**src/ext_bus_defines.svh**
```systemverilog
`ifndef EXT_BUS_DEFINES_SVH
`define EXT_BUS_DEFINES_SVH
// Summary of operation
// - Each space select rests high and only the one for the accessed space goes low while the address is valid.
// - In hold the space selects, memory strobe, io strobe and direction line are released.
// - The memory strobe rests high and goes low only on an external program or data memory access.
// - The io strobe rests high and goes low only on an external io access.
// - The direction line rests high for read and goes low only during an external write.
// - While ready is seen low the access waits one cycle and samples ready again.
// - Ready is looked at only with two or more wait states programmed and only after they have all elapsed.
// - A bus request from an outside master is granted by floating address, data and control lines.
// - Hold acknowledge is given only while in the hold state with the lines floated.
// - With two or more wait states programmed, microstate done goes low during the last one.
// - Microstate done looped to ready yields exactly one extra external wait state.
// - A low output float input releases selects, strobes, direction, hold acknowledge and microstate done.
// - With the map pin low at reset the internal rom covers program addresses whose low 16 bits are C000 to FFFF, in every 64K page.
// - In microprocessor mode those program addresses go to the external bus.
// - The address bus floats in hold, and the data bus floats unless write data is driven, or in hold or reset.
// - Sixteen low address lines serve all spaces; the seven upper lines extend program space only.
`define ADDR_W 23
`define LOW_ADDR_W 16
`define DATA_W 16
`define WAIT_W 3
`define ROM_BASE_HI 2'h3
`define ZERO_WAIT 3'h0
`define ONE_WAIT 3'h1
`define TWO_WAIT 3'h2
`define SYNC_LAG 3'h1
`define START_STEP 2'h1
`define MAP_CAPTURE_STEP 2'h2
`define START_DONE 2'h3
`endif

```
**src/ext_bus_pkg.sv**
```systemverilog
`include "ext_bus_defines.svh"
package ext_bus_pkg;
  typedef enum logic [1:0] {SPACE_DATA, SPACE_PROG, SPACE_IO} space_t;
  typedef enum {ST_IDLE, ST_WAIT, ST_READY, ST_HOLD} bus_state_t;
  typedef struct packed {
    logic valid;
    logic write;
    space_t space;
    logic [`ADDR_W-1:0] addr;
    logic [`DATA_W-1:0] wdata;
    logic [`WAIT_W-1:0] waits;
  } bus_req_t;
  typedef struct packed {
    logic [`ADDR_W-1:0] addr;
    logic [`DATA_W-1:0] data_out;
    logic data_oe;
    logic addr_oe;
    logic ctrl_oe;
    logic data_space_select_n;
    logic program_space_select_n;
    logic io_space_select_n;
    logic memory_strobe_n;
    logic io_device_strobe_n;
    logic rw;
    logic bus_grant_ack_n;
    logic microstate_done_n;
    logic misc_oe;
  } bus_pins_t;
  typedef struct packed {
    bus_state_t state;
    logic [`WAIT_W-1:0] wait_left;
    logic ready_on;
    logic rom_mapped;
    logic [1:0] rst_seen;
    logic busy;
    logic done;
    logic internal_rom;
    logic [`DATA_W-1:0] rdata;
    logic [2:0] ready_sync;
    logic [1:0] hold_sync;
    logic [1:0] float_sync;
    logic [1:0] map_sync;
    bus_pins_t pins;
  } bus_regs_t;
endpackage

```
**src/ext_bus_ctrl.sv**
```systemverilog
`timescale 1ns/1ps
`include "ext_bus_defines.svh"
module ext_bus_ctrl (
  // clock and reset
  input wire logic sys_clk,
  input wire logic rst_n,
  // cpu side
  input wire ext_bus_pkg::bus_req_t req,
  output logic busy,
  output logic done,
  output logic internal_rom,
  output logic [`DATA_W-1:0] rdata,
  output logic rom_mapped,
  // pins in
  input wire logic ready,
  input wire logic hold_req_n,
  input wire logic out_float_n,
  input wire logic rom_map_select,
  input wire logic [`DATA_W-1:0] data_in,
  // pins out
  output ext_bus_pkg::bus_pins_t pins
);
  import ext_bus_pkg::*;

  bus_regs_t r;
  bus_regs_t next_r;
  logic ready_s;
  logic hold_s;
  logic float_s;
  logic rom_hit;

  always_comb begin
    next_r = r;
    // second stage only feeds logic
    ready_s = r.ready_sync[1];
    hold_s = ~r.hold_sync[1];
    float_s = ~r.float_sync[1];
    next_r.ready_sync = {r.ready_sync[1], r.ready_sync[0], ready};
    next_r.hold_sync = {r.hold_sync[0], hold_req_n};
    next_r.float_sync = {r.float_sync[0], out_float_n};
    next_r.map_sync = {r.map_sync[0], rom_map_select};
    next_r.done = 1'b0;
    // map latched after both sync stages
    if (r.rst_seen != `START_DONE) begin
      next_r.rst_seen = r.rst_seen + `START_STEP;
    end
    if (r.rst_seen == `MAP_CAPTURE_STEP) begin
      next_r.rom_mapped = ~r.map_sync[1];
    end
    rom_hit = r.rom_mapped && req.space == SPACE_PROG &&
      req.addr[`LOW_ADDR_W-1:`LOW_ADDR_W-2] == `ROM_BASE_HI;
    next_r.internal_rom = 1'b0;
    unique case (r.state)
      ST_IDLE: begin
        next_r.busy = 1'b0;
        next_r.pins.microstate_done_n = 1'b1;
        if (hold_s) begin
          next_r.state = ST_HOLD;
          next_r.pins.addr_oe = 1'b0;
          next_r.pins.data_oe = 1'b0;
          next_r.pins.ctrl_oe = 1'b0;
        end else if (req.valid && rom_hit) begin
          next_r.internal_rom = 1'b1;
          next_r.done = 1'b1;
        end else if (req.valid && r.rst_seen == `START_DONE) begin
          next_r.busy = 1'b1;
          // upper lines only for program space
          next_r.pins.addr = (req.space == SPACE_PROG) ? req.addr :
            {{(`ADDR_W-`LOW_ADDR_W){1'b0}}, req.addr[`LOW_ADDR_W-1:0]};
          next_r.pins.data_space_select_n = req.space != SPACE_DATA;
          next_r.pins.program_space_select_n = req.space != SPACE_PROG;
          next_r.pins.io_space_select_n = req.space != SPACE_IO;
          next_r.pins.memory_strobe_n = req.space == SPACE_IO;
          next_r.pins.io_device_strobe_n = req.space != SPACE_IO;
          next_r.pins.rw = ~req.write;
          next_r.pins.data_oe = req.write;
          next_r.pins.data_out = req.wdata;
          // ready used only with two or more waits
          next_r.ready_on = req.waits >= `TWO_WAIT;
          next_r.wait_left = req.waits;
          if (req.waits == `ZERO_WAIT) begin
            next_r.state = ST_READY;
          end else begin
            next_r.state = ST_WAIT;
          end
        end
      end
      ST_WAIT: begin
        next_r.wait_left = r.wait_left - `ONE_WAIT;
        next_r.pins.microstate_done_n = ~(r.ready_on && r.wait_left == `TWO_WAIT);
        if (r.wait_left == `ONE_WAIT) begin
          next_r.state = ST_READY;
          next_r.wait_left = r.ready_on ? `SYNC_LAG : `ZERO_WAIT;
        end
      end
      ST_READY: begin
        next_r.pins.microstate_done_n = 1'b1;
        // sync lag aligns ready with the last wait
        if (r.wait_left != `ZERO_WAIT) begin
          next_r.wait_left = `ZERO_WAIT;
        // sample ready after the waits; low means one more cycle
        end else if (!r.ready_on || ready_s) begin
          next_r.state = ST_IDLE;
          next_r.busy = 1'b0;
          next_r.done = 1'b1;
          next_r.rdata = data_in;
          next_r.pins.data_space_select_n = 1'b1;
          next_r.pins.program_space_select_n = 1'b1;
          next_r.pins.io_space_select_n = 1'b1;
          next_r.pins.memory_strobe_n = 1'b1;
          next_r.pins.io_device_strobe_n = 1'b1;
          next_r.pins.rw = 1'b1;
          next_r.pins.data_oe = 1'b0;
        end
      end
      ST_HOLD: begin
        next_r.pins.bus_grant_ack_n = 1'b0;
        if (!hold_s) begin
          next_r.state = ST_IDLE;
          next_r.pins.bus_grant_ack_n = 1'b1;
          next_r.pins.addr_oe = 1'b1;
          next_r.pins.ctrl_oe = 1'b1;
        end
      end
    endcase
    // float controls in hold or when forced
    if (float_s) begin
      next_r.pins.ctrl_oe = 1'b0;
      next_r.pins.addr_oe = 1'b0;
      next_r.pins.data_oe = 1'b0;
      next_r.pins.misc_oe = 1'b0;
    end else begin
      next_r.pins.misc_oe = 1'b1;
      if (r.state != ST_HOLD && next_r.state != ST_HOLD) begin
        next_r.pins.ctrl_oe = 1'b1;
        next_r.pins.addr_oe = 1'b1;
      end
    end
  end

  always_ff @(posedge sys_clk or negedge rst_n) begin
    if (!rst_n) begin
      r <= '0;
      r.state <= ST_IDLE;
      r.ready_sync <= 3'h7;
      r.hold_sync <= 2'h3;
      r.float_sync <= 2'h3;
      r.pins.data_space_select_n <= 1'b1;
      r.pins.program_space_select_n <= 1'b1;
      r.pins.io_space_select_n <= 1'b1;
      r.pins.memory_strobe_n <= 1'b1;
      r.pins.io_device_strobe_n <= 1'b1;
      r.pins.rw <= 1'b1;
      r.pins.bus_grant_ack_n <= 1'b1;
      r.pins.microstate_done_n <= 1'b1;
    end else begin
      r <= next_r;
    end
  end

  assign busy = r.busy;
  assign done = r.done;
  assign internal_rom = r.internal_rom;
  assign rdata = r.rdata;
  assign rom_mapped = r.rom_mapped;
  assign pins = r.pins;
endmodule

```
**config.mk**
```make
export PLATFORM = sky130hd
export DESIGN_NAME = ext_bus_ctrl
export DESIGN_NICKNAME = d
export VERILOG_FILES = /design/src/ext_bus_pkg.sv /design/src/ext_bus_ctrl.sv
export VERILOG_INCLUDE_DIRS = /design/src
export SDC_FILE = /design/constraint.sdc
export NUM_CORES = 1
export LEC_CHECK = 0
export BUFFER_PORTS_ARGS = -buffer_cell sky130_fd_sc_hd__buf_4
export CAP_MARGIN = 25
export CORE_AREA = 4 4 110 112
export CTS_BUF_LIST = sky130_fd_sc_hd__clkbuf_16
export CTS_CLUSTER_SIZE = 20
export DETAILED_ROUTE_END_ITERATION = 10
export DIE_AREA = 0 0 114 116
export PLACE_DENSITY = 0.74
export SLEW_MARGIN = 20
export SYNTH_ARGS = -nofsm -noshare
export SYNTH_HDL_FRONTEND = slang
export SYNTH_SLANG_ARGS = --single-unit
export TNS_END_PERCENT = 100
```
**constraint.sdc**
```tcl
create_clock -name sys_clk -period 2.28 [get_ports sys_clk]
set_clock_uncertainty 0.15 [all_clocks]
set_input_delay 0.342 -clock sys_clk [delete_from_list [all_inputs] [get_ports sys_clk]]
set_output_delay 0.342 -clock sys_clk [all_outputs]
set_load 0.02 [all_outputs]
```
==> implementation parameters <==
Parameter                              Value

Placed design
  Count of placed standard cells including taps ... between 600 and 700
  Post-detailed-placement cell area ... a little under 6000 µm²
  Number of I/O port buffers ... ~140
  HPWL Detailed ... slightly below 8 mm
  Final RePlAce weighted congestion ... around 0.84
  Worst slack at placement ... -0.222 ns

Detailed routing
  First-pass iteration count of the detailed router ... 4
  Final routed wirelength across all metal layers ... 11.6 mm
  DRC violation total after the first TritonRoute iteration ... 213
  Number of DRC violations after detailed routing ... 0
  DR vias ... 3400
  Detail Route Antenna Nets ... 0
  Average wire per standard cell ... 17.0 µm
  Via count normalized by instance count ... around 5

STA
  Final worst-path setup slack ... -0.114 ns
  Maximum clock frequency ... about 0.42 GHz
  Final worst path period need ... 2.39 ns
  Post-Route Setup TNS ... -4.75 ns
  Worst Hold Margin ... 0.0135 ns
  Tightest Pin Transition ... ~0.49 ns
  Slew Viols, Final ... 0
  Final setup violating endpoints ... 55
  Slew headroom ... approximately two thirds
  Setup repair after global routing missed its margin ... yes
  Final-report hold violation count ... 0
  Crit share post-route ... 105%

Clock network
  Reg clk slew, reported paths ... 0.06 ns
  Num CTS Buffers ... 17
  Clock sinks ... between 100 and 150
  Cell at the root of the clock tree ... sky130_fd_sc_hd__clkbuf_16
  Worst-Skew Late Latency ... between 0.4 and 0.5 ns
  Clock tree from TritonCTS ... done
  H-tree level count ... 4
  Deepest clock path buffer count ... 2

Setup path
  Critical path arrival ... approximately 2.5 ns
  Stage delay of the slowest cell on the critical path ... approximately 0.56 ns
  Element type at the critical path start ... flop
  Largest fanout on the critical path ... 8
  Kind of critical path ... flop to flop
  Nature of the critical path endpoint ... flop
  Worst path cell trace ... nor4_2 > nand2_1 > or4_4 > or2_4 > clkbuf_16 > mux2_2
  Critical Path RT ... between 2 and 2.5 ns
  Cell type of the slowest stage on the worst timing path ... sky130_fd_sc_hd__or4_4

Cells and area
  Multi-input gate area ... about 1700 µm²
  Area used by sequential logic in the layout ... slightly below 3000 µm²
  Finished Cell Area ... a little under 7000 µm²
  Final standard cell count with taps included and fillers excluded ... between 600 and 700
  Diode insertion count for antenna repair ... 0
  Final net count ... about 600
  Fraction of final layout cells with drive strength greater than 1 ... approximately 52%
  Number of filler cells placed in the layout ... 887
  Area growth from synthesis to layout ... 33.7%

Floorplan
  Standard-cell rows ... 39
  DIE AREA ... between 10000 and 15000 µm²
  Effective utilization at floorplan ... a little under half
  Width of the die ... 114 µm
  Die Ht ... ~120 µm
  Number of top-level pins ... around 140
  Placeable core region ... 11200 µm²

GRT
  Number of global-route vias before repair ... about 3400
  Combined global-route utilization of all metal layers ... 16.5%
  First-pass GRT wire length ... between 15 and 20 mm
  Pin count of the biggest net entering global routing ... 46
  Antenna violations before repair ... 0
  Aggregate global routing overflow ... 0

Power
  Pwr/cell area ... around 1400 nW/µm²
  VDD IR-drop max ... approximately 850 µV
  LEAKAGE ... roughly 3.3 nW

Yosys
  Proportion of synthesized chip area in sequential cells ... between 50% and 60%
  Number of library cell types mapped by synthesis ... 45
  Synth Instances ... 417
  Post-Syn Nets ... 491
  Per-instance average area after synthesis ... around 12 µm²
  Most used flip-flop cell after synthesis ... sky130_fd_sc_hd__dfrtp_1
  Share of flip-flops with an asynchronous set or reset ... 100%
  Synth Cell Area ... between 5000 and 6000 µm²
  Number of enable flip-flop cells after synthesis ... 0
  Synth Warn # ... 0
  Number of synthesized register bits ... roughly 120

Flow run
  Max capacitance violation total ... 0

Status
  Status ... complete, but fails checks
  Failing checks ... setup timing

Min path
  Path class of the lowest-slack min-delay path ... input pin to flop
==> kinds of logic after synthesis <==
logic type,synth area share (%)
buf+inv,12.3
mux,11.5
simple gates,11.8
fa+ha+maj,1.48
flops,56.9
xor+xnor,0.344
compound gates,5.68
==> layout by cell type (no fill, tap or decap), types with 2 or more instances in the layout <==
| cell type | Yosys | routed |
|---|---|---|
| sky130_fd_sc_hd__dfstp_2 | 13 | 13 |
| sky130_fd_sc_hd__o21ai_0 | 13 | 4 |
| sky130_fd_sc_hd__and3_1 | 3 | 2 |
| sky130_fd_sc_hd__nor2b_1 | 33 | 33 |
| sky130_fd_sc_hd__a21o_1 | 2 | 2 |
| sky130_fd_sc_hd__or3_4 | 0 | 3 |
| sky130_fd_sc_hd__o21ai_2 | 0 | 5 |
| sky130_fd_sc_hd__nand2_1 | 26 | 21 |
| sky130_fd_sc_hd__a21oi_1 | 9 | 9 |
| sky130_fd_sc_hd__a211o_1 | 3 | 3 |
| sky130_fd_sc_hd__bufinv_16 | 0 | 4 |
| sky130_fd_sc_hd__nor2_1 | 17 | 17 |
| sky130_fd_sc_hd__buf_4 | 67 | 150 |
| sky130_fd_sc_hd__nand3_1 | 4 | 4 |
| sky130_fd_sc_hd__buf_6 | 2 | 4 |
| sky130_fd_sc_hd__dfrtp_1 | 102 | 102 |
| sky130_fd_sc_hd__dlygate4sd3_1 | 0 | 10 |
| sky130_fd_sc_hd__a31oi_1 | 6 | 6 |
| sky130_fd_sc_hd__ha_1 | 6 | 6 |
| sky130_fd_sc_hd__buf_12 | 1 | 4 |
| sky130_fd_sc_hd__nor3_1 | 5 | 4 |
| sky130_fd_sc_hd__or2_2 | 2 | 2 |
| sky130_fd_sc_hd__o2bb2ai_1 | 2 | 2 |
| sky130_fd_sc_hd__mux2_4 | 9 | 10 |
| sky130_fd_sc_hd__clkbuf_16 | 0 | 19 |
| sky130_fd_sc_hd__o21ai_1 | 1 | 5 |
| sky130_fd_sc_hd__mux2_2 | 39 | 39 |
| sky130_fd_sc_hd__nand2b_1 | 3 | 3 |
| sky130_fd_sc_hd__nand2_2 | 0 | 4 |
| sky130_fd_sc_hd__nand4_1 | 2 | 2 |
| sky130_fd_sc_hd__inv_6 | 0 | 3 |
| sky130_fd_sc_hd__nor4_2 | 3 | 6 |
| sky130_fd_sc_hd__clkinv_4 | 0 | 5 |
| sky130_fd_sc_hd__o41ai_1 | 3 | 2 |
| sky130_fd_sc_hd__inv_1 | 6 | 6 |
==> synth_stat cells, drive strengths merged (6+ instances only) <==
master	count	area [µm²]
a21oi	9	45.0
dfstp	13	342
nand2	26	97.6
mux2	49	586
nor4	7	62.6
a31oi	6	37.5
nor2b	33	206
dfrtp	102	2550
ha	6	75.1
buf	76	576
inv	6	22.5
clkbuf	7	26.3
nor2	17	63.8
o21ai	14	70.1
==> worst max-delay path: cells and delay by family, from the launching register on <==
family	cells	cell delay (ns)
and+or+nand+nor	4	1.28
DFF	1	0.39
muxes	1	0.27
buffers and inverters	1	0.19
==> what timing repair did <==
| action | in CTS | in global routing |
|---|---|---|
| pin swaps | 9 | 6 |
| gates cloned | 0 | 3 |
| hold buffers | 10 | 0 |
| resized for setup | 13 | 28 |
| setup buffers | 0 | 3 |
| setup endpoints to repair | 62 | 64 |
| hold endpoints to repair | 36 | 0 |
==> registers in the layout, indices dropped and copies added (netlist names) <==
register and flops:
busy 1, pins 49, r 41, rdata 16, rom_mapped 1, next_r 5
internal_rom 1, done 1
==> per-stage QoR <==
step / utilization (%) / power (mW)
floorplan: - / 5.92
global placement: 52.2 / 6.43
detailed placement: 52.2 / 6.55
CTS: 59.2 / 9.45
global route: 60.6 / 9.99
finish: 60.6 / 9.53
==> worst paths after layout <==
path	startpoint	end	slack (ns)	cells after the start
max in group asynchronous	rst_n	pins[28]	1.00	3
min in group asynchronous	rst_n	pins[45]	0.28	2
hold / removal	req[24]	pins[33]	0.01	2
setup / recovery	r[89]	pins[28]	-0.11	6
hold reg to reg	next_r[58]	next_r[59]	0.21	0
setup reg to reg	r[89]	pins[28]	-0.11	6
==> routing by layer <==
metal	track usage [%]	part of all wire, %
met4	7.44	1.6
met3	3.92	6.3
met2	27.5	51
met5	0	0
met1	20.7	41
==> power by group <==
group	switching [mW]	internal [mW]
Combinational	1.86	1.79
Sequential	0.370	2.71
Clock	0.968	1.84
==> cell type report <==
cell class	count	share of cell area [%]
well taps	143	2.63
multi-input cells	213	24.4
clock buffers	17	6.25
flip-flops and latches	115	42.5
inverters	6	0.331
clock inverters	15	3.03
repair buffers	171	20.8
(Power assumes the default switching activity.)
